`src/logic/cod_consts.vh`:
```
// Opcode values, field positions and register map for the opcode decoder
`ifndef COD_CONSTS_VH
`define COD_CONSTS_VH

// Extended opcodes
`define COD_OP_JUMP_ALWAYS 8'h80
`define COD_OP_ACC_DEC 8'h3a
`define COD_OP_ACC_INC 8'h1a
`define COD_OP_PUSH_X 8'hda
`define COD_OP_PUSH_Y 8'h5a
`define COD_OP_PULL_X 8'hfa
`define COD_OP_PULL_Y 8'h7a
`define COD_OP_STZ_ABS 8'h9c
`define COD_OP_STZ_ABSX 8'h9e
`define COD_OP_STZ_ZP 8'h64
`define COD_OP_STZ_ZPX 8'h74
`define COD_OP_TCB_ABS 8'h1c
`define COD_OP_TCB_ZP 8'h14
`define COD_OP_TSTB_ABS 8'h0c
`define COD_OP_TSTB_ZP 8'h04
`define COD_OP_BIT_IMM 8'h89
`define COD_LO_BRANCH_BIT 4'hf
`define COD_LO_MOD_BIT 4'h7

// Transfer, flag and stack opcodes
`define COD_OP_TAX 8'haa
`define COD_OP_TAY 8'ha8
`define COD_OP_TXA 8'h8a
`define COD_OP_TYA 8'h98
`define COD_OP_SP_TO_X 8'hba
`define COD_OP_X_TO_SP 8'h9a
`define COD_OP_CLR_C 8'h18
`define COD_OP_CLR_D 8'hd8
`define COD_OP_CLR_I 8'h58
`define COD_OP_CLR_V 8'hb8
`define COD_OP_SET_C 8'h38
`define COD_OP_SET_D 8'hf8
`define COD_OP_SET_I 8'h78
`define COD_OP_PUSH_A 8'h48
`define COD_OP_PULL_A 8'h68
`define COD_OP_PUSH_P 8'h08
`define COD_OP_PULL_P 8'h28

// Decoded class codes
`define COD_CL_NONE 6'd0
`define COD_CL_JUMP_ALWAYS 6'd1
`define COD_CL_ACC_DEC 6'd2
`define COD_CL_ACC_INC 6'd3
`define COD_CL_PUSH_X 6'd4
`define COD_CL_PUSH_Y 6'd5
`define COD_CL_PULL_X 6'd6
`define COD_CL_PULL_Y 6'd7
`define COD_CL_STZ 6'd8
`define COD_CL_TCB 6'd9
`define COD_CL_TSTB 6'd10
`define COD_CL_BIT_IMM 6'd11
`define COD_CL_JMP_BCLR 6'd12
`define COD_CL_JMP_BSET 6'd13
`define COD_CL_CLR_MBIT 6'd14
`define COD_CL_SET_MBIT 6'd15
`define COD_CL_TAX 6'd16
`define COD_CL_TAY 6'd17
`define COD_CL_TXA 6'd18
`define COD_CL_TYA 6'd19
`define COD_CL_SP_TO_X 6'd20
`define COD_CL_X_TO_SP 6'd21
`define COD_CL_CLR_C 6'd22
`define COD_CL_CLR_D 6'd23
`define COD_CL_CLR_I 6'd24
`define COD_CL_CLR_V 6'd25
`define COD_CL_SET_C 6'd26
`define COD_CL_SET_D 6'd27
`define COD_CL_SET_I 6'd28
`define COD_CL_PUSH_A 6'd29
`define COD_CL_PULL_A 6'd30
`define COD_CL_PUSH_P 6'd31
`define COD_CL_PULL_P 6'd32

// Addressing mode codes
`define COD_AM_IMPLIED 3'd0
`define COD_AM_ACCUM 3'd1
`define COD_AM_RELATIVE 3'd2
`define COD_AM_ABS 3'd3
`define COD_AM_ABSX 3'd4
`define COD_AM_ZP 3'd5
`define COD_AM_ZPX 3'd6
`define COD_AM_IMM 3'd7

// APB register byte offsets
`define COD_REG_CTRL 12'h000
`define COD_REG_OPCODE 12'h004
`define COD_REG_DECODE 12'h008
`define COD_REG_OPERAND 12'h00c
`define COD_REG_RESULT 12'h010
`define COD_REG_BRANCH 12'h014

// Field positions and reset values
`define COD_CTRL_NO_BITOPS 0
`define COD_CTRL_RESET 32'h0000_0000

`endif

```
`src/logic/cod_decoder.v`:
```
// Extended-opcode decoder with APB register access and operand evaluation
//
// Added by the designer: the APB interface to the registers and the register addresses.
`include "cod_consts.vh"

// Behaviour
// - Opcode 80 decodes as unconditional relative jump.
// - Opcode 3A decrements accumulator only.
// - Opcode 1A increments accumulator only.
// - Opcode DA pushes X, implied.
// - Opcode 5A pushes Y, implied.
// - Opcodes FA and 7A pull X and Y, implied.
// - Opcodes 9C, 9E, 64, 74 store zero to memory.
// - Opcodes 1C, 14 test against accumulator then clear selected bits.
// - Opcodes 0C, 04 test against accumulator then set selected bits.
// - Opcode 89 bit-tests accumulator against immediate byte.
// - Opcodes x F with bit 7 low branch if zero-page bit clear.
// - Opcodes x F with bit 7 high branch if zero-page bit set.
// - Opcodes x7 with bit 7 low clear one zero-page bit.
// - Opcodes x7 with bit 7 high set one zero-page bit.
// - Bit number comes from opcode bits 6:4; lower nibble picks group.
// - A family variant may omit the four per-bit groups.
// - Decode register transfers among A, X, Y and stack pointer.
// - Decode clear C, D, I, V and set C, D, I.
// - Decode push and pull of accumulator and status.
module cod_decoder #(
  parameter HAS_BITOPS = 1
) (
  input wire clk_i,
  input wire rst_n_i,
  input wire psel_i,
  input wire penable_i,
  input wire pwrite_i,
  input wire [11:0] paddr_i,
  input wire [31:0] pwdata_i,
  output reg [31:0] prdata_o,
  output reg pready_o,
  output reg pslverr_o,
  output reg [5:0] op_class_o,
  output reg [2:0] addr_mode_o,
  output reg [2:0] bit_sel_o,
  output reg op_valid_o
);

  // ************************************************************
  // Decode functions
  // ************************************************************
  function [8:0] dec_op;
    input [7:0] op;
    input bitops;
    reg [5:0] cl;
    reg [2:0] am;
    begin
      cl = `COD_CL_NONE;
      am = `COD_AM_IMPLIED;
      case (op)
        `COD_OP_JUMP_ALWAYS: begin
          cl = `COD_CL_JUMP_ALWAYS;
          am = `COD_AM_RELATIVE;
        end
        `COD_OP_ACC_DEC: begin
          cl = `COD_CL_ACC_DEC;
          am = `COD_AM_ACCUM;
        end
        `COD_OP_ACC_INC: begin
          cl = `COD_CL_ACC_INC;
          am = `COD_AM_ACCUM;
        end
        `COD_OP_PUSH_X: cl = `COD_CL_PUSH_X;
        `COD_OP_PUSH_Y: cl = `COD_CL_PUSH_Y;
        `COD_OP_PULL_X: cl = `COD_CL_PULL_X;
        `COD_OP_PULL_Y: cl = `COD_CL_PULL_Y;
        `COD_OP_STZ_ABS: begin
          cl = `COD_CL_STZ;
          am = `COD_AM_ABS;
        end
        `COD_OP_STZ_ABSX: begin
          cl = `COD_CL_STZ;
          am = `COD_AM_ABSX;
        end
        `COD_OP_STZ_ZP: begin
          cl = `COD_CL_STZ;
          am = `COD_AM_ZP;
        end
        `COD_OP_STZ_ZPX: begin
          cl = `COD_CL_STZ;
          am = `COD_AM_ZPX;
        end
        `COD_OP_TCB_ABS: begin
          cl = `COD_CL_TCB;
          am = `COD_AM_ABS;
        end
        `COD_OP_TCB_ZP: begin
          cl = `COD_CL_TCB;
          am = `COD_AM_ZP;
        end
        `COD_OP_TSTB_ABS: begin
          cl = `COD_CL_TSTB;
          am = `COD_AM_ABS;
        end
        `COD_OP_TSTB_ZP: begin
          cl = `COD_CL_TSTB;
          am = `COD_AM_ZP;
        end
        `COD_OP_BIT_IMM: begin
          cl = `COD_CL_BIT_IMM;
          am = `COD_AM_IMM;
        end
        `COD_OP_TAX: cl = `COD_CL_TAX;
        `COD_OP_TAY: cl = `COD_CL_TAY;
        `COD_OP_TXA: cl = `COD_CL_TXA;
        `COD_OP_TYA: cl = `COD_CL_TYA;
        `COD_OP_SP_TO_X: cl = `COD_CL_SP_TO_X;
        `COD_OP_X_TO_SP: cl = `COD_CL_X_TO_SP;
        `COD_OP_CLR_C: cl = `COD_CL_CLR_C;
        `COD_OP_CLR_D: cl = `COD_CL_CLR_D;
        `COD_OP_CLR_I: cl = `COD_CL_CLR_I;
        `COD_OP_CLR_V: cl = `COD_CL_CLR_V;
        `COD_OP_SET_C: cl = `COD_CL_SET_C;
        `COD_OP_SET_D: cl = `COD_CL_SET_D;
        `COD_OP_SET_I: cl = `COD_CL_SET_I;
        `COD_OP_PUSH_A: cl = `COD_CL_PUSH_A;
        `COD_OP_PULL_A: cl = `COD_CL_PULL_A;
        `COD_OP_PUSH_P: cl = `COD_CL_PUSH_P;
        `COD_OP_PULL_P: cl = `COD_CL_PULL_P;
        default: begin
          // Per-bit groups: low nibble picks group, bit 7 picks polarity
          if (bitops && op[3:0] == `COD_LO_BRANCH_BIT) begin
            cl = op[7] ? `COD_CL_JMP_BSET : `COD_CL_JMP_BCLR;
            am = `COD_AM_ZP;
          end else if (bitops && op[3:0] == `COD_LO_MOD_BIT) begin
            cl = op[7] ? `COD_CL_SET_MBIT : `COD_CL_CLR_MBIT;
            am = `COD_AM_ZP;
          end
        end
      endcase
      dec_op = {cl, am};
    end
  endfunction

  // ************************************************************
  // Registers
  // ************************************************************
  reg [31:0] ctrl;
  reg [7:0] opcode;
  reg [7:0] acc;
  reg [7:0] operand;
  reg [15:0] next_pc;
  reg [7:0] result;
  reg zero_flag;
  reg bit_state;
  reg branch_taken;
  reg [15:0] branch_target;
  reg decode_go;

  wire bitops_on = (HAS_BITOPS != 0) && !ctrl[`COD_CTRL_NO_BITOPS];
  wire [8:0] dec = dec_op(opcode, bitops_on);
  wire [5:0] cls = dec[8:3];
  wire [2:0] bsel = opcode[6:4];
  wire [7:0] bmask = 8'h01 << bsel;
  wire [15:0] rel_target = next_pc + {{8{operand[7]}}, operand};

  wire wr = psel_i && penable_i && pwrite_i && !pready_o;
  wire rd = psel_i && penable_i && !pwrite_i && !pready_o;
  wire hit = (paddr_i == `COD_REG_CTRL) || (paddr_i == `COD_REG_OPCODE) ||
    (paddr_i == `COD_REG_DECODE) || (paddr_i == `COD_REG_OPERAND) ||
    (paddr_i == `COD_REG_RESULT) || (paddr_i == `COD_REG_BRANCH);

  // ************************************************************
  // Operation evaluation
  // ************************************************************
  reg [7:0] next_result;
  reg next_zero;
  reg next_taken;
  always @* begin
    next_result = operand;
    next_zero = zero_flag;
    next_taken = 1'b0;
    case (cls)
      `COD_CL_JUMP_ALWAYS: next_taken = 1'b1;
      `COD_CL_ACC_DEC: next_result = acc - 8'h01;
      `COD_CL_ACC_INC: next_result = acc + 8'h01;
      `COD_CL_STZ: next_result = 8'h00;
      `COD_CL_TCB: begin
        next_zero = (acc & operand) == 8'h00;
        next_result = operand & ~acc;
      end
      `COD_CL_TSTB: begin
        next_zero = (acc & operand) == 8'h00;
        next_result = operand | acc;
      end
      `COD_CL_BIT_IMM: next_zero = (acc & operand) == 8'h00;
      `COD_CL_JMP_BCLR: next_taken = !operand[bsel];
      `COD_CL_JMP_BSET: next_taken = operand[bsel];
      `COD_CL_CLR_MBIT: next_result = operand & ~bmask;
      `COD_CL_SET_MBIT: next_result = operand | bmask;
      default: next_result = operand;
    endcase
  end

  // ************************************************************
  // APB slave and state
  // ************************************************************
  always @(posedge clk_i) begin
    if (!rst_n_i) begin
      ctrl <= `COD_CTRL_RESET;
      opcode <= 8'h00;
      acc <= 8'h00;
      operand <= 8'h00;
      next_pc <= 16'h0000;
      result <= 8'h00;
      zero_flag <= 1'b0;
      bit_state <= 1'b0;
      branch_taken <= 1'b0;
      branch_target <= 16'h0000;
      decode_go <= 1'b0;
      prdata_o <= 32'h0000_0000;
      pready_o <= 1'b0;
      pslverr_o <= 1'b0;
      op_class_o <= `COD_CL_NONE;
      addr_mode_o <= `COD_AM_IMPLIED;
      bit_sel_o <= 3'd0;
      op_valid_o <= 1'b0;
    end else begin
      pready_o <= psel_i && penable_i && !pready_o;
      pslverr_o <= (wr || rd) && !hit;
      decode_go <= 1'b0;
      if (wr) begin
        case (paddr_i)
          `COD_REG_CTRL: ctrl <= {31'h0000_0000,
            pwdata_i[`COD_CTRL_NO_BITOPS]};
          `COD_REG_OPCODE: begin
            opcode <= pwdata_i[7:0];
            decode_go <= 1'b1;
          end
          `COD_REG_OPERAND: begin
            operand <= pwdata_i[7:0];
            acc <= pwdata_i[15:8];
            next_pc <= pwdata_i[31:16];
          end
          default: ;
        endcase
      end
      if (rd) begin
        case (paddr_i)
          `COD_REG_CTRL: prdata_o <= ctrl;
          `COD_REG_OPCODE: prdata_o <= {24'h000000, opcode};
          `COD_REG_DECODE: prdata_o <= {19'h00000, op_valid_o,
            bit_sel_o, addr_mode_o, op_class_o};
          `COD_REG_OPERAND: prdata_o <= {next_pc, acc, operand};
          `COD_REG_RESULT: prdata_o <= {22'h000000, bit_state,
            zero_flag, result};
          `COD_REG_BRANCH: prdata_o <= {15'h0000, branch_taken,
            branch_target};
          default: prdata_o <= 32'h0000_0000;
        endcase
      end else begin
        prdata_o <= 32'h0000_0000;
      end
      // Evaluate one cycle after opcode write so inputs are settled
      if (decode_go) begin
        op_class_o <= cls;
        addr_mode_o <= dec[2:0];
        bit_sel_o <= bsel;
        op_valid_o <= cls != `COD_CL_NONE;
        result <= next_result;
        zero_flag <= next_zero;
        bit_state <= operand[bsel];
        branch_taken <= next_taken;
        branch_target <= next_taken ? rel_target : next_pc;
      end
    end
  end

endmodule // cod_decoder

```
`config.mk`:
```
export PLATFORM = sky130hd
export DESIGN_NAME = cod_decoder
export DESIGN_NICKNAME = d
export VERILOG_FILES = /design/src/logic/cod_decoder.v
export VERILOG_INCLUDE_DIRS = /design/src /design/src/logic
export SDC_FILE = /design/constraint.sdc
export NUM_CORES = 1
export LEC_CHECK = 0
export BUFFER_PORTS_ARGS = -buffer_cell sky130_fd_sc_hd__buf_2
export CAP_MARGIN = 20
export CORE_MARGIN = 3
export CORE_UTILIZATION = 45
export DETAILED_ROUTE_END_ITERATION = 10
export GPL_TIMING_DRIVEN = 0
export PLACE_DENSITY = 0.66
export SYNTH_ARGS = -nofsm -noshare
export SYNTH_HDL_FRONTEND = slang
export SYNTH_SLANG_ARGS = --single-unit
```
`constraint.sdc`:
```
create_clock -name clk_i -period 7.09 [get_ports clk_i]
set_clock_uncertainty 0.05 [all_clocks]
set_input_delay 0.3545 -clock clk_i [delete_from_list [all_inputs] [get_ports clk_i]]
set_output_delay 0.3545 -clock clk_i [all_outputs]
set_load 0.02 [all_outputs]
```
# == Word level (Yosys, flattened, before mapping) ==
# Index checks and enable logic that the tools add are counted.
# totals
reg_bits,116
output_inout_bits,47
elab_cells,133
# op_classes
n_addsub,3
n_lt_le_gt_ge,1
eq_ne,51
n_shift,1
muxes,15
bitwise_logic,7
reduce_logical,37
# op_table
operator,count
$pmux 32 s6,1
$pmux 6 s28,1
$eq 8x8->1 const B,15
$eq 8x7->1 const B,8
$pmux 8 s7,1
$eq 6x4->1 const B,8
$eq 8x5->1 const B,4
$and 8x8->8,3
$eq 12x4->1 const B,2
$eq 12x5->1 const B,2
$eq 8x6->1 const B,3
$pmux 3 s8,1
$reduce_or 21->1,1
$add 16x16->16,1
$eq 8x4->1 const B,2
$mux 16,1
$not 8->8,2
$or 8x8->8,2
$eq 12x3->1 const B,1
$eq 6x2->1 const B,2
$logic_not 12->1,1
$reduce_and 2->1,6
$logic_and 1x1->1,9
$reduce_or 3->1,3
other kinds (19),35

# == Depth between registers and ports, before layout ==
# Gate-level depths: netlist of the first run.
# logic_depth
ltp_word,8
depth_mapped,15

# == Least setup slack after synthesis of the first run ==
# Ideal clock, no wire load.
# synth_path
kind,flip-flop to flip-flop
from,register opcode[2]
to,register result[7]
setup_time_ns,0.070
t_arrival_ns,2.947
required_ns,6.970
path_slack_ns,4.023
path_stages_with_launch,16
path_buffers,1
synth_period_minus_slack_ns,3.067
cell_sequence,dfxtp_1 -> buf_2 -> and4bb_1 -> a32oi_1 -> a31o_1 -> o211ai_2 -> nand2_1 -> ha_1 -> a21o_1 -> a211oi_1 -> o21bai_1 -> a21o_1 -> a21oi_1 -> xnor2_1 -> nand2_1 -> a21oi_1
# synth_via
elab_chain_len,7
# synth_rtl
element,line_no,text
start: declaration,cod_decoder.v:145,reg [7:0] opcode;
start signal: assignment,cod_decoder.v:233,opcode <= pwdata_i[7:0];
$eq 4x3->1 (no source line),--,
$logic_and 1x1->1 (no source line),--,
$mux 4,cod_decoder.v:131,end else if (bitops && op[3:0] == `COD_LO_MOD_BIT) begin
$mux 4,cod_decoder.v:128,if (bitops && op[3:0] == `COD_LO_BRANCH_BIT) begin
$pmux 6 s28 *,cod_decoder.v:56,case (op)
$eq 6x4->1 or $eq 6x2->1 (tied branches),cod_decoder.v:179,case (cls)
$pmux 8 s7 *,cod_decoder.v:179,
end signal: assignment,cod_decoder.v:266,result <= next_result;
end: declaration,cod_decoder.v:149,reg [7:0] result;
# Mark *: on every way between the ends. The rest lies on a longest branch, timed or not.
# A chain may end at the register's enable or synchronous reset.

# == Worst setup path in the final report of the first run ==
# layout_path
from,register opcode[4]
to,register result[7]
# layout_via
elab_chain_len,5
# layout_rtl
element,line_no
$eq 8x7->1 (tied with other cells),cod_decoder.v:56
$reduce_or 4->1 (no source line) or $reduce_or 2->1 (tied branches),--
$pmux 6 s28,cod_decoder.v:56
$eq 6x4->1 or $eq 6x2->1 (tied branches),cod_decoder.v:179
$pmux 8 s7 *,cod_decoder.v:179
# Marks and branches as above.

==> impl_metrics.env, run 1 <==
export IMPL_syn_num_nets=834
export IMPL_setup_slack_ns=3.12
export IMPL_status="completed"
export IMPL_synth_cell_types=77
export IMPL_grt_pass1_wl_mm=35.8
export IMPL_hp_class="input port to flip-flop"
export IMPL_worstPathCellList="buf_2, clkbuf_1, and3_1, clkbuf_1, nand2_1, ha_1, a21o_1, a211oi_1, o21bai_1, a21o_1, a21oi_1, xnor2_1, nand2_1, a21oi_1"
export IMPL_area_growth_pct=20.6
export IMPL_via_per_inst=6.09
export IMPL_post_place_ws_ns=3.25
export IMPL_timing_setup_tns_ns=0
export IMPL_grt_use_total_pct=29.6
export IMPL_cts_sinks=116
export IMPL_critPathCaptureType="flip-flop"
export IMPL_num_antenna_cells=0
export IMPL_clock_latency_ns=0.42
export IMPL_rsz0062_at_grt="false"
export IMPL_synth_edf_count=0
export IMPL_cap_violations=0
export IMPL_critPathRequiredTime_ns=7.39
export IMPL_cp_arrival_ns=4.26
export IMPL_synthCells=762
export IMPL_grt_start_max_net_pins=17
export IMPL_ir_worst_vdd_uv=144
export IMPL_stdcell_count=1064
export IMPL_initial_utilization_pct=46.8
export IMPL_setup_viol=0
export IMPL_gr_total_overflow=0
export IMPL_cts_tree="done"
export IMPL_cts_resized_gates=0
export IMPL_synth_seq_cells=116
export IMPL_cts_root_buf="clkbuf_16"
export IMPL_fp_dieH_um=124
export IMPL_nets=947
export IMPL_ctsHoldBuffers=0
export IMPL_top_level_ports=96
export IMPL_criticalPathCategory="flip-flop to flip-flop"
export IMPL_dp_cells=1032
export IMPL_cpPeakStageDelay_ns=0.53
export IMPL_hold_violations=0
export IMPL_die_area_um2=15400
export IMPL_crit_fanout=10
export IMPL_tightest_slew_ns=1.05
export IMPL_maxSlewViolCount=0
export IMPL_maxSlewHeadroom_pct=29.9
export IMPL_via_count=6475
export IMPL_post_route_min_period_ns=3.97
export IMPL_power_density_nw_per_um2=206
export IMPL_synth_warnings=0
export IMPL_port_buffers=93
export IMPL_drt_pass1_iterations=8
export IMPL_drtAntennaViolNets=0
export IMPL_dr_first_iter_drc_count=797
export IMPL_min_period_over_period_pct=55.9
export IMPL_worstHoldStart="pwrite_i"
export IMPL_r2r_start="opcode[4]"
export IMPL_rows=42
export IMPL_clk_pin_slew_worst_paths_ns=0.06
export IMPL_startpoint_type="flip-flop"
export IMPL_syn_area_um2=6290
export IMPL_dpl_hpwl_mm=17.4
export IMPL_globalplace_congestion=0.949
export IMPL_avgSynthCellArea_um2=8.26
export IMPL_grt_pass1_vias=6131
export IMPL_yosysSeqAreaShare_pct=36.9
export IMPL_drc=0
export IMPL_numCtsBuffers=17
export IMPL_p_leak_nw=3.00
export IMPL_synth_async_reset_ratio_pct=0
export IMPL_wl_per_cell_um=21.6
export IMPL_post_route_util_pct=56.4
export IMPL_synth_flop_cell="dfxtp_1"
export IMPL_crit_slowest_cell="clkbuf_1"
export IMPL_clock_fmax_ghz=0.252
export IMPL_postCtsSetupRepairBufs=0
export IMPL_layout_drive_gt1_share_pct=17.8
export IMPL_grt_antenna_before_repair=0
export IMPL_wl_mm=23.0
export IMPL_die_x_um=124
export IMPL_coreArea_um2=13500
export IMPL_cts_max_level=4
export IMPL_cts_buffer_depth=2
export IMPL_critPathLaunch="opcode[4]"
[through the flow]
stage / hold WS, ns / cell area (µm²) / power (mW)
after floorplan: 0.384 / 6290 / 0.678
after global placement: 0.425 / 6980 / 0.698
after detailed placement: 0.429 / 6980 / 0.699
after CTS: 0.0745 / 7590 / 1.57
after global routing: 0.0935 / 7590 / 1.61
final: 0.0828 / 7590 / 1.56
[synth_stat cells, types with 8 or more instances]
| library cell | number | area share, % |
|---|---|---|
| dfxtp_1 | 116 | 37 |
| nand2_1 | 103 | 6.1 |
| a21oi_1 | 79 | 6.3 |
| nor2_1 | 62 | 3.7 |
| clkbuf_1 | 40 | 2.4 |
| o21ai_0 | 39 | 3.1 |
| mux2i_1 | 25 | 4.0 |
| ha_1 | 21 | 4.2 |
| and3_1 | 20 | 2.0 |
| a22oi_1 | 19 | 2.3 |
| inv_1 | 17 | 1.0 |
| nand3_1 | 15 | 1.2 |
| a31oi_1 | 14 | 1.4 |
| xnor2_1 | 12 | 1.7 |
| nor3_1 | 11 | 0.87 |
| nand2b_1 | 9 | 0.89 |
| a211oi_1 | 8 | 0.95 |
| nand3b_1 | 8 | 0.95 |
[critical path: cells and delay by family (launching register included)]
| family | cells | cell delay (ns) |
|---|---|---|
| xor gates and xnor gates | 1 | 0.14 |
| and+or+nand+nor | 3 | 0.68 |
| buffers and inverters | 3 | 1.14 |
| adders and majority gates | 1 | 0.37 |
| AOI/OAI and AO/OA | 6 | 1.13 |
| DFF | 1 | 0.38 |
[path summary, 6_finish.rpt]
kind | end | cells past startpoint | slack [ns]
max reg2reg | result[7] | 14 | 3.12
max | result[7] | 14 | 3.12
min reg2reg | bit_state | 2 | 0.44
min | prdata_o[0] | 2 | 0.08
[cells in the final DEF (no fill, tap or decap), types with 12 or more instances in the layout]
| cell | count |
|---|---|
| nand3_1 | 15 |
| inv_1 | 17 |
| ha_1 | 21 |
| xnor2_1 | 12 |
| o21ai_0 | 39 |
| clkbuf_16 | 17 |
| a22oi_1 | 19 |
| a31oi_1 | 14 |
| a21oi_1 | 79 |
| clkbuf_1 | 40 |
| mux2i_1 | 25 |
| and3_1 | 20 |
| nor2_1 | 62 |
| buf_2 | 100 |
| dfxtp_1 | 116 |
| nand2_1 | 103 |
[sequential cells by signal, summed over array words and instances, names as in the netlist, 3 cells and up]
signal	flops
opcode	8
bit_sel_o	3
result	8
next_pc	16
operand	8
op_class_o	6
addr_mode_o	3
prdata_o	32
branch_target	16
acc	8
[layer usage]
layer  share of wire [%]  track usage (%)
met5                   0                0
met4                 3.2             10.4
met3                 9.0             7.42
met2                  43             43.8
met1                  45             41.9
[where the power goes]
group	internal [mW]	leakage [nW]	switching, mW
Clock	0.553	0.290	0.326
Combinational	0.0122	1.77	0.0203
Sequential	0.652	0.934	0.000148
Total	1.22	3.00	0.346
[final cells by class]
type                            count  area, µm²
Clock inverter                     15        180
Sequential cell                   116       2320
Fill cell                        1294       5860
Timing Repair Buffer               94        470
Clock buffer                       17        425
Inverter                           18       67.6
Tap cell                          176        220
Buffer                             50        204
Multi-Input combinational cell    578       3700
[kinds of logic (layout without fill, tap and decap cells)]
family          count (synthesis)  count (layout)  share of synthesized area (%)
mux                            30              30                           5.29
compound gates                232             232                           24.0
simple gates                  274             274                           21.9
fa+ha+maj                      23              23                           4.81
flops                         116             116                           36.9
buf+inv                        68             194                           4.31
xor+xnor                       19              19                           2.76
Power figures use the tool's default switching activity.
==> run 2: changes to the inputs <==
- clock period: 7.09 -> 3.91 ns (I/O delays scaled with it)
==> impl_metrics.env, run 2 (synthesis gave the netlist of run 1 again) <==
export IMPL_timing_setup_tns_ns=0
export IMPL_grt_start_max_net_pins=17
export IMPL_dp_cells=1032
export IMPL_reg_top3="prdata_o: 32 flops, branch_target: 16 flops, next_pc: 16 flops"
export IMPL_num_antenna_cells=0
export IMPL_cpPeakStageDelay_ns=0.43
export IMPL_drt_pass1_iterations=5
export IMPL_post_route_min_period_ns=3.65
export IMPL_grt_pass1_wl_mm=36.6
export IMPL_maxSlewViolCount=0
export IMPL_path_buf_inv=1
export IMPL_port_buffers=93
export IMPL_grt_pass1_vias=6330
export IMPL_status="completed"
export IMPL_crit_fanout=10
export IMPL_p_int_mw=2.23
export IMPL_layout_drive_gt1_share_pct=17.7
export IMPL_critPathRequiredTime_ns=4.21
export IMPL_grt_use_total_pct=30.2
export IMPL_nets=978
export IMPL_final_cell_mix="116 x dfxtp_1, 103 x nand2_1, 100 x buf_2, 79 x a21oi_1, 62 x nor2_1"
export IMPL_hold_violations=0
export IMPL_pwr_share_comb_pct=2.9
export IMPL_pwr_share_seq_pct=41.3
export IMPL_fin_area_um2=7910
export IMPL_ir_worst_vdd_uv=255
export IMPL_cts_buffer_depth=2
export IMPL_die_area_um2=15400
export IMPL_fp_dieH_um=124
export IMPL_critPathCaptureType="flip-flop"
export IMPL_power_density_nw_per_um2=362
export IMPL_top_level_ports=96
export IMPL_final_common_cell="dfxtp_1"
export IMPL_clock_latency_ns=0.42
export IMPL_area_growth_pct=25.8
export IMPL_initial_utilization_pct=46.8
export IMPL_criticalPathCategory="flip-flop to flip-flop"
export IMPL_rows=42
export IMPL_clock_fmax_ghz=0.274
export IMPL_drtAntennaViolNets=0
export IMPL_cts_max_level=4
export IMPL_wl_mm=23.4
export IMPL_gr_total_overflow=0
export IMPL_drc=0
export IMPL_cp_arrival_ns=3.95
export IMPL_numCtsBuffers=17
export IMPL_min_period_over_period_pct=93.2
export IMPL_rsz0062_at_grt="false"
export IMPL_dpl_hpwl_mm=17.4
export IMPL_via_count=6588
export IMPL_globalplace_congestion=0.949
export IMPL_cts_tree="done"
export IMPL_crit_slowest_cell="and4bb_1"
export IMPL_tightest_slew_ns=1.00
export IMPL_grt_antenna_before_repair=0
export IMPL_largest_reg_flops=32
export IMPL_crit_family="compound AO/OA/AOI/OAI gates"
export IMPL_cts_sinks=116
export IMPL_coreArea_um2=13500
export IMPL_clk_pin_slew_worst_paths_ns=0.06
export IMPL_dr_first_iter_drc_count=615
export IMPL_p_sw_mw=0.636
export IMPL_dpl_instance_area_um2=6980
export IMPL_top_register="prdata_o"
export IMPL_via_per_inst=6.02
export IMPL_stdcell_count=1095
export IMPL_cap_violations=0
export IMPL_maxSlewHeadroom_pct=32.8
export IMPL_wl_per_cell_um=21.4
export IMPL_cts_root_buf="clkbuf_16"
export IMPL_setup_viol=0
export IMPL_p_leak_nw=3.14
export IMPL_worstPathCellList="buf_2, and4bb_1, a32oi_1, a31o_1, o211ai_4, nand2_1, ha_1, a21o_1, a211oi_1, o21bai_1, a21o_1, a21oi_1, xnor2_1, nand2_1, a21oi_1"
export IMPL_startpoint_type="flip-flop"
export IMPL_swShare_pct=22.2
export IMPL_die_x_um=124
export IMPL_pwr_share_clk_pct=55.8
export IMPL_hp_class="input port to flip-flop"
==> run 2: changes by cell type in the layout (fill, tap and decap cells not counted) <==
cell / delta
o211ai_2: -1
clkbuf_1: -5
o211ai_4: +1
clkbuf_2: +5
dlygate4sd3_1: +31
==> run 2: worst paths after layout <==
| path | end | slack (ns) | cells past startpoint | startpoint |
|---|---|---|---|---|
| setup / recovery | result[7] | 0.26 | 15 | opcode[2] |
| hold / removal | operand[6] | 0.01 | 3 | pwdata_i[6] |
| setup reg to reg | result[7] | 0.26 | 15 | opcode[2] |
| hold reg to reg | bit_state | 0.44 | 2 | bit_state |
==> run 2: power groups by stage <==
stage	logic, mW	clock network (mW)	registers [mW]
2_1_floorplan	0.0185	0	1.21
3_3_place_gp	0.0565	0	1.21
3_5_place_dp	0.0582	0	1.21
4_1_cts	0.0819	1.61	1.18
5_1_grt	0.0908	1.67	1.18
6_report	0.0833	1.60	1.18
==> run 2: cell type report <==
type / instances / area (µm²)
Buffer: 50 / 210
Clock buffer: 17 / 425
Clock inverter: 15 / 180
Fill cell: 1264 / 5540
Inverter: 18 / 67.6
Multi-Input combinational cell: 578 / 3710
Sequential cell: 116 / 2320
Tap cell: 176 / 220
Timing Repair Buffer: 125 / 781
==> run 2: routing by layer <==
layer	vias to the layer above	part of all wire, %	track usage [%]
met5	-	0	0
met4	0	3.6	10.9
met3	61	8.4	7.46
met2	306	43	45.4
met1	3138	45	42.1
li1	3083	-	-
==> run 2: what timing repair did <==
| action | in CTS | in global routing |
|---|---|---|
| resized for setup | 0 | 11 |
| setup buffers | 0 | 0 |
| hold buffers | 31 | 0 |
| setup endpoints to repair | 0 | 4 |
| endpoints found under the hold margin | 35 | 0 |
==> run 2: stage by stage <==
stage	worst slack [ns]	power (mW)	hold WS (ns)	utilization, %
floorplan	0.843	1.23	0.225	-
global placement	0.105	1.27	0.346	51.9
detailed placement	0.0735	1.27	0.353	51.9
CTS	0.0529	2.87	0.00336	58.7
global route	0.00200	2.95	0.0139	58.8
finish	0.264	2.86	0.0121	58.8
==> run 2: tightest hold or removal path: stages <==
cell and delay (ns):
buf_2 0.11, nand2_1 0.06, a21oi_1 0.06
==> run 3: changes to the inputs <==
- PLACE_DENSITY: 0.66 -> 0.68
- clock period: 3.91 -> 3.3 ns (I/O delays scaled with it)
==> impl_metrics.env, run 3 (synthesis gave the netlist of run 1 again) <==
export IMPL_status="completed"
export IMPL_cp_arrival_ns=3.44
export IMPL_drc=0
export IMPL_post_place_ws_ns=-0.391
export IMPL_grt_antenna_before_repair=0
export IMPL_num_antenna_cells=0
export IMPL_grt_pass1_wl_mm=33.7
export IMPL_multi_input_area_um2=3730
export IMPL_grt_pass1_vias=6212
export IMPL_fin_area_um2=7910
export IMPL_startpoint_type="flip-flop"
export IMPL_top_level_ports=96
export IMPL_rsz0062_at_grt="true"
export IMPL_maxSlewHeadroom_pct=33.2
export IMPL_die_area_um2=15400
export IMPL_drt_pass1_iterations=8
export IMPL_tightest_slew_ns=0.995
export IMPL_clock_fmax_ghz=0.312
export IMPL_port_buffers=93
export IMPL_via_count=6506
export IMPL_layout_drive_gt1_share_pct=18.5
export IMPL_die_x_um=124
export IMPL_fp_dieH_um=124
export IMPL_gr_total_overflow=0
export IMPL_hold_violations=0
export IMPL_wl_per_cell_um=19.5
export IMPL_cts_max_level=4
export IMPL_grt_use_total_pct=27.3
export IMPL_maxSlewViolCount=0
export IMPL_clock_latency_ns=0.42
export IMPL_final_seq_area_um2=2320
export IMPL_top_register="prdata_o"
export IMPL_hp_class="input port to flip-flop"
export IMPL_post_route_util_pct=58.8
export IMPL_dpl_instance_area_um2=6980
export IMPL_critPathCaptureType="flip-flop"
export IMPL_area_growth_pct=25.6
export IMPL_drtAntennaViolNets=0
export IMPL_dr_first_iter_drc_count=900
export IMPL_initial_utilization_pct=46.8
export IMPL_globalplace_congestion=0.984
export IMPL_setup_slack_ns=0.0934
export IMPL_ir_worst_vdd_uv=321
export IMPL_reg_top3="prdata_o: 32 flops, branch_target: 16 flops, next_pc: 16 flops"
export IMPL_setup_viol=0
export IMPL_timing_setup_tns_ns=0
export IMPL_cts_buffer_depth=2
export IMPL_criticalPathCategory="flip-flop to flip-flop"
export IMPL_p_leak_nw=3.13
export IMPL_coreArea_um2=13500
export IMPL_nets=980
export IMPL_cap_violations=0
export IMPL_rows=42
export IMPL_largest_reg_flops=32
export IMPL_crit_fanout=7
export IMPL_cts_sinks=116
export IMPL_numCtsBuffers=17
export IMPL_final_cell_mix="116 x dfxtp_1, 102 x nand2_1, 96 x buf_2, 78 x a21oi_1, 61 x nor2_1"
export IMPL_cts_tree="done"
export IMPL_critPathRequiredTime_ns=3.53
export IMPL_wl_mm=21.4
export IMPL_power_density_nw_per_um2=395
export IMPL_final_common_cell="dfxtp_1"
export IMPL_grt_start_max_net_pins=17
export IMPL_clk_pin_slew_worst_paths_ns=0.06
export IMPL_hold_ws_ns=0.0102
export IMPL_min_period_over_period_pct=97.2
export IMPL_via_per_inst=5.94
export IMPL_post_route_min_period_ns=3.21
export IMPL_cts_root_buf="clkbuf_16"
export IMPL_fill_cells=1266
export IMPL_dpl_hpwl_mm=15.5
[run 3: cell count changes in the layout (fill, tap and decap cells not counted), sizes merged]
cell         previous run  this run
clkinvlp                3         4
bufinv                  3         0
dlygate4sd3            31        33
buf                   103       104
[run 3: power breakdown]
group | internal [mW] | switching [mW] | total (mW) | leakage (nW)
Combinational | 0.0514 | 0.0458 | 0.0972 | 1.95
Clock | 0.967 | 0.657 | 1.62 | 0.254
Sequential | 1.40 | 0.000332 | 1.40 | 0.934
[run 3: layout make-up]
| cell class | count | area share [%] |
|---|---|---|
| multi-input combinational | 578 | 47.2 |
| sequential | 116 | 29.4 |
| clock inverter | 13 | 1.09 |
| inverter | 18 | 0.855 |
| timing repair buffer | 129 | 10.4 |
| buffer | 48 | 2.75 |
| clock buffer | 18 | 5.56 |
| tap | 176 | 2.79 |
[run 3: routing by layer]
metal  wire length [µm]  track usage [%]  up-vias
li1                   -                -     3083
met1               9520             38.5     2988
met2               9050             40.6      376
met3               2070             5.49       59
met4                763             11.6        0
met5                  0                0        -
[run 3: through the flow]
| step | instances | power, mW |
|---|---|---|
| 6_report | 1096 | 3.12 |
| 4_1_cts | 1095 | 3.13 |
| 5_1_grt | 1096 | 3.21 |
| 2_1_floorplan | 762 | 1.46 |
| 3_3_place_gp | 1031 | 1.50 |
| 3_5_place_dp | 1031 | 1.50 |
[run 3: worst max-delay path, cell delays in order, from the launching register on]
cell and delay [ns]:
dfxtp_1 0.64, ha_1 0.37, and3_1 0.22, a2111oi_0 0.67, nor3_1 0.20, o31ai_1 0.32, xor2_1 0.10, nor3_1 0.26
xnor2_1 0.15, a21oi_1 0.08
[run 3: worst paths after layout]
check / start / end / slack, ns / cells after the start
setup / recovery: operand[4] / branch_target[15] / 0.09 / 9
hold / removal: pwdata_i[0] / operand[0] / 0.01 / 3
setup reg to reg: operand[4] / branch_target[15] / 0.09 / 9
hold reg to reg: next_pc[15] / next_pc[15] / 0.44 / 2
[run 3: timing repair]
action,4_1_cts,5_1_grt
gates resized for setup,8,17
setup buffers,1,1
endpoints found under the setup margin,4,4
hold buffers,33,0
endpoints found under the hold margin,40,0
pin swaps,2,3
cloned,0,0
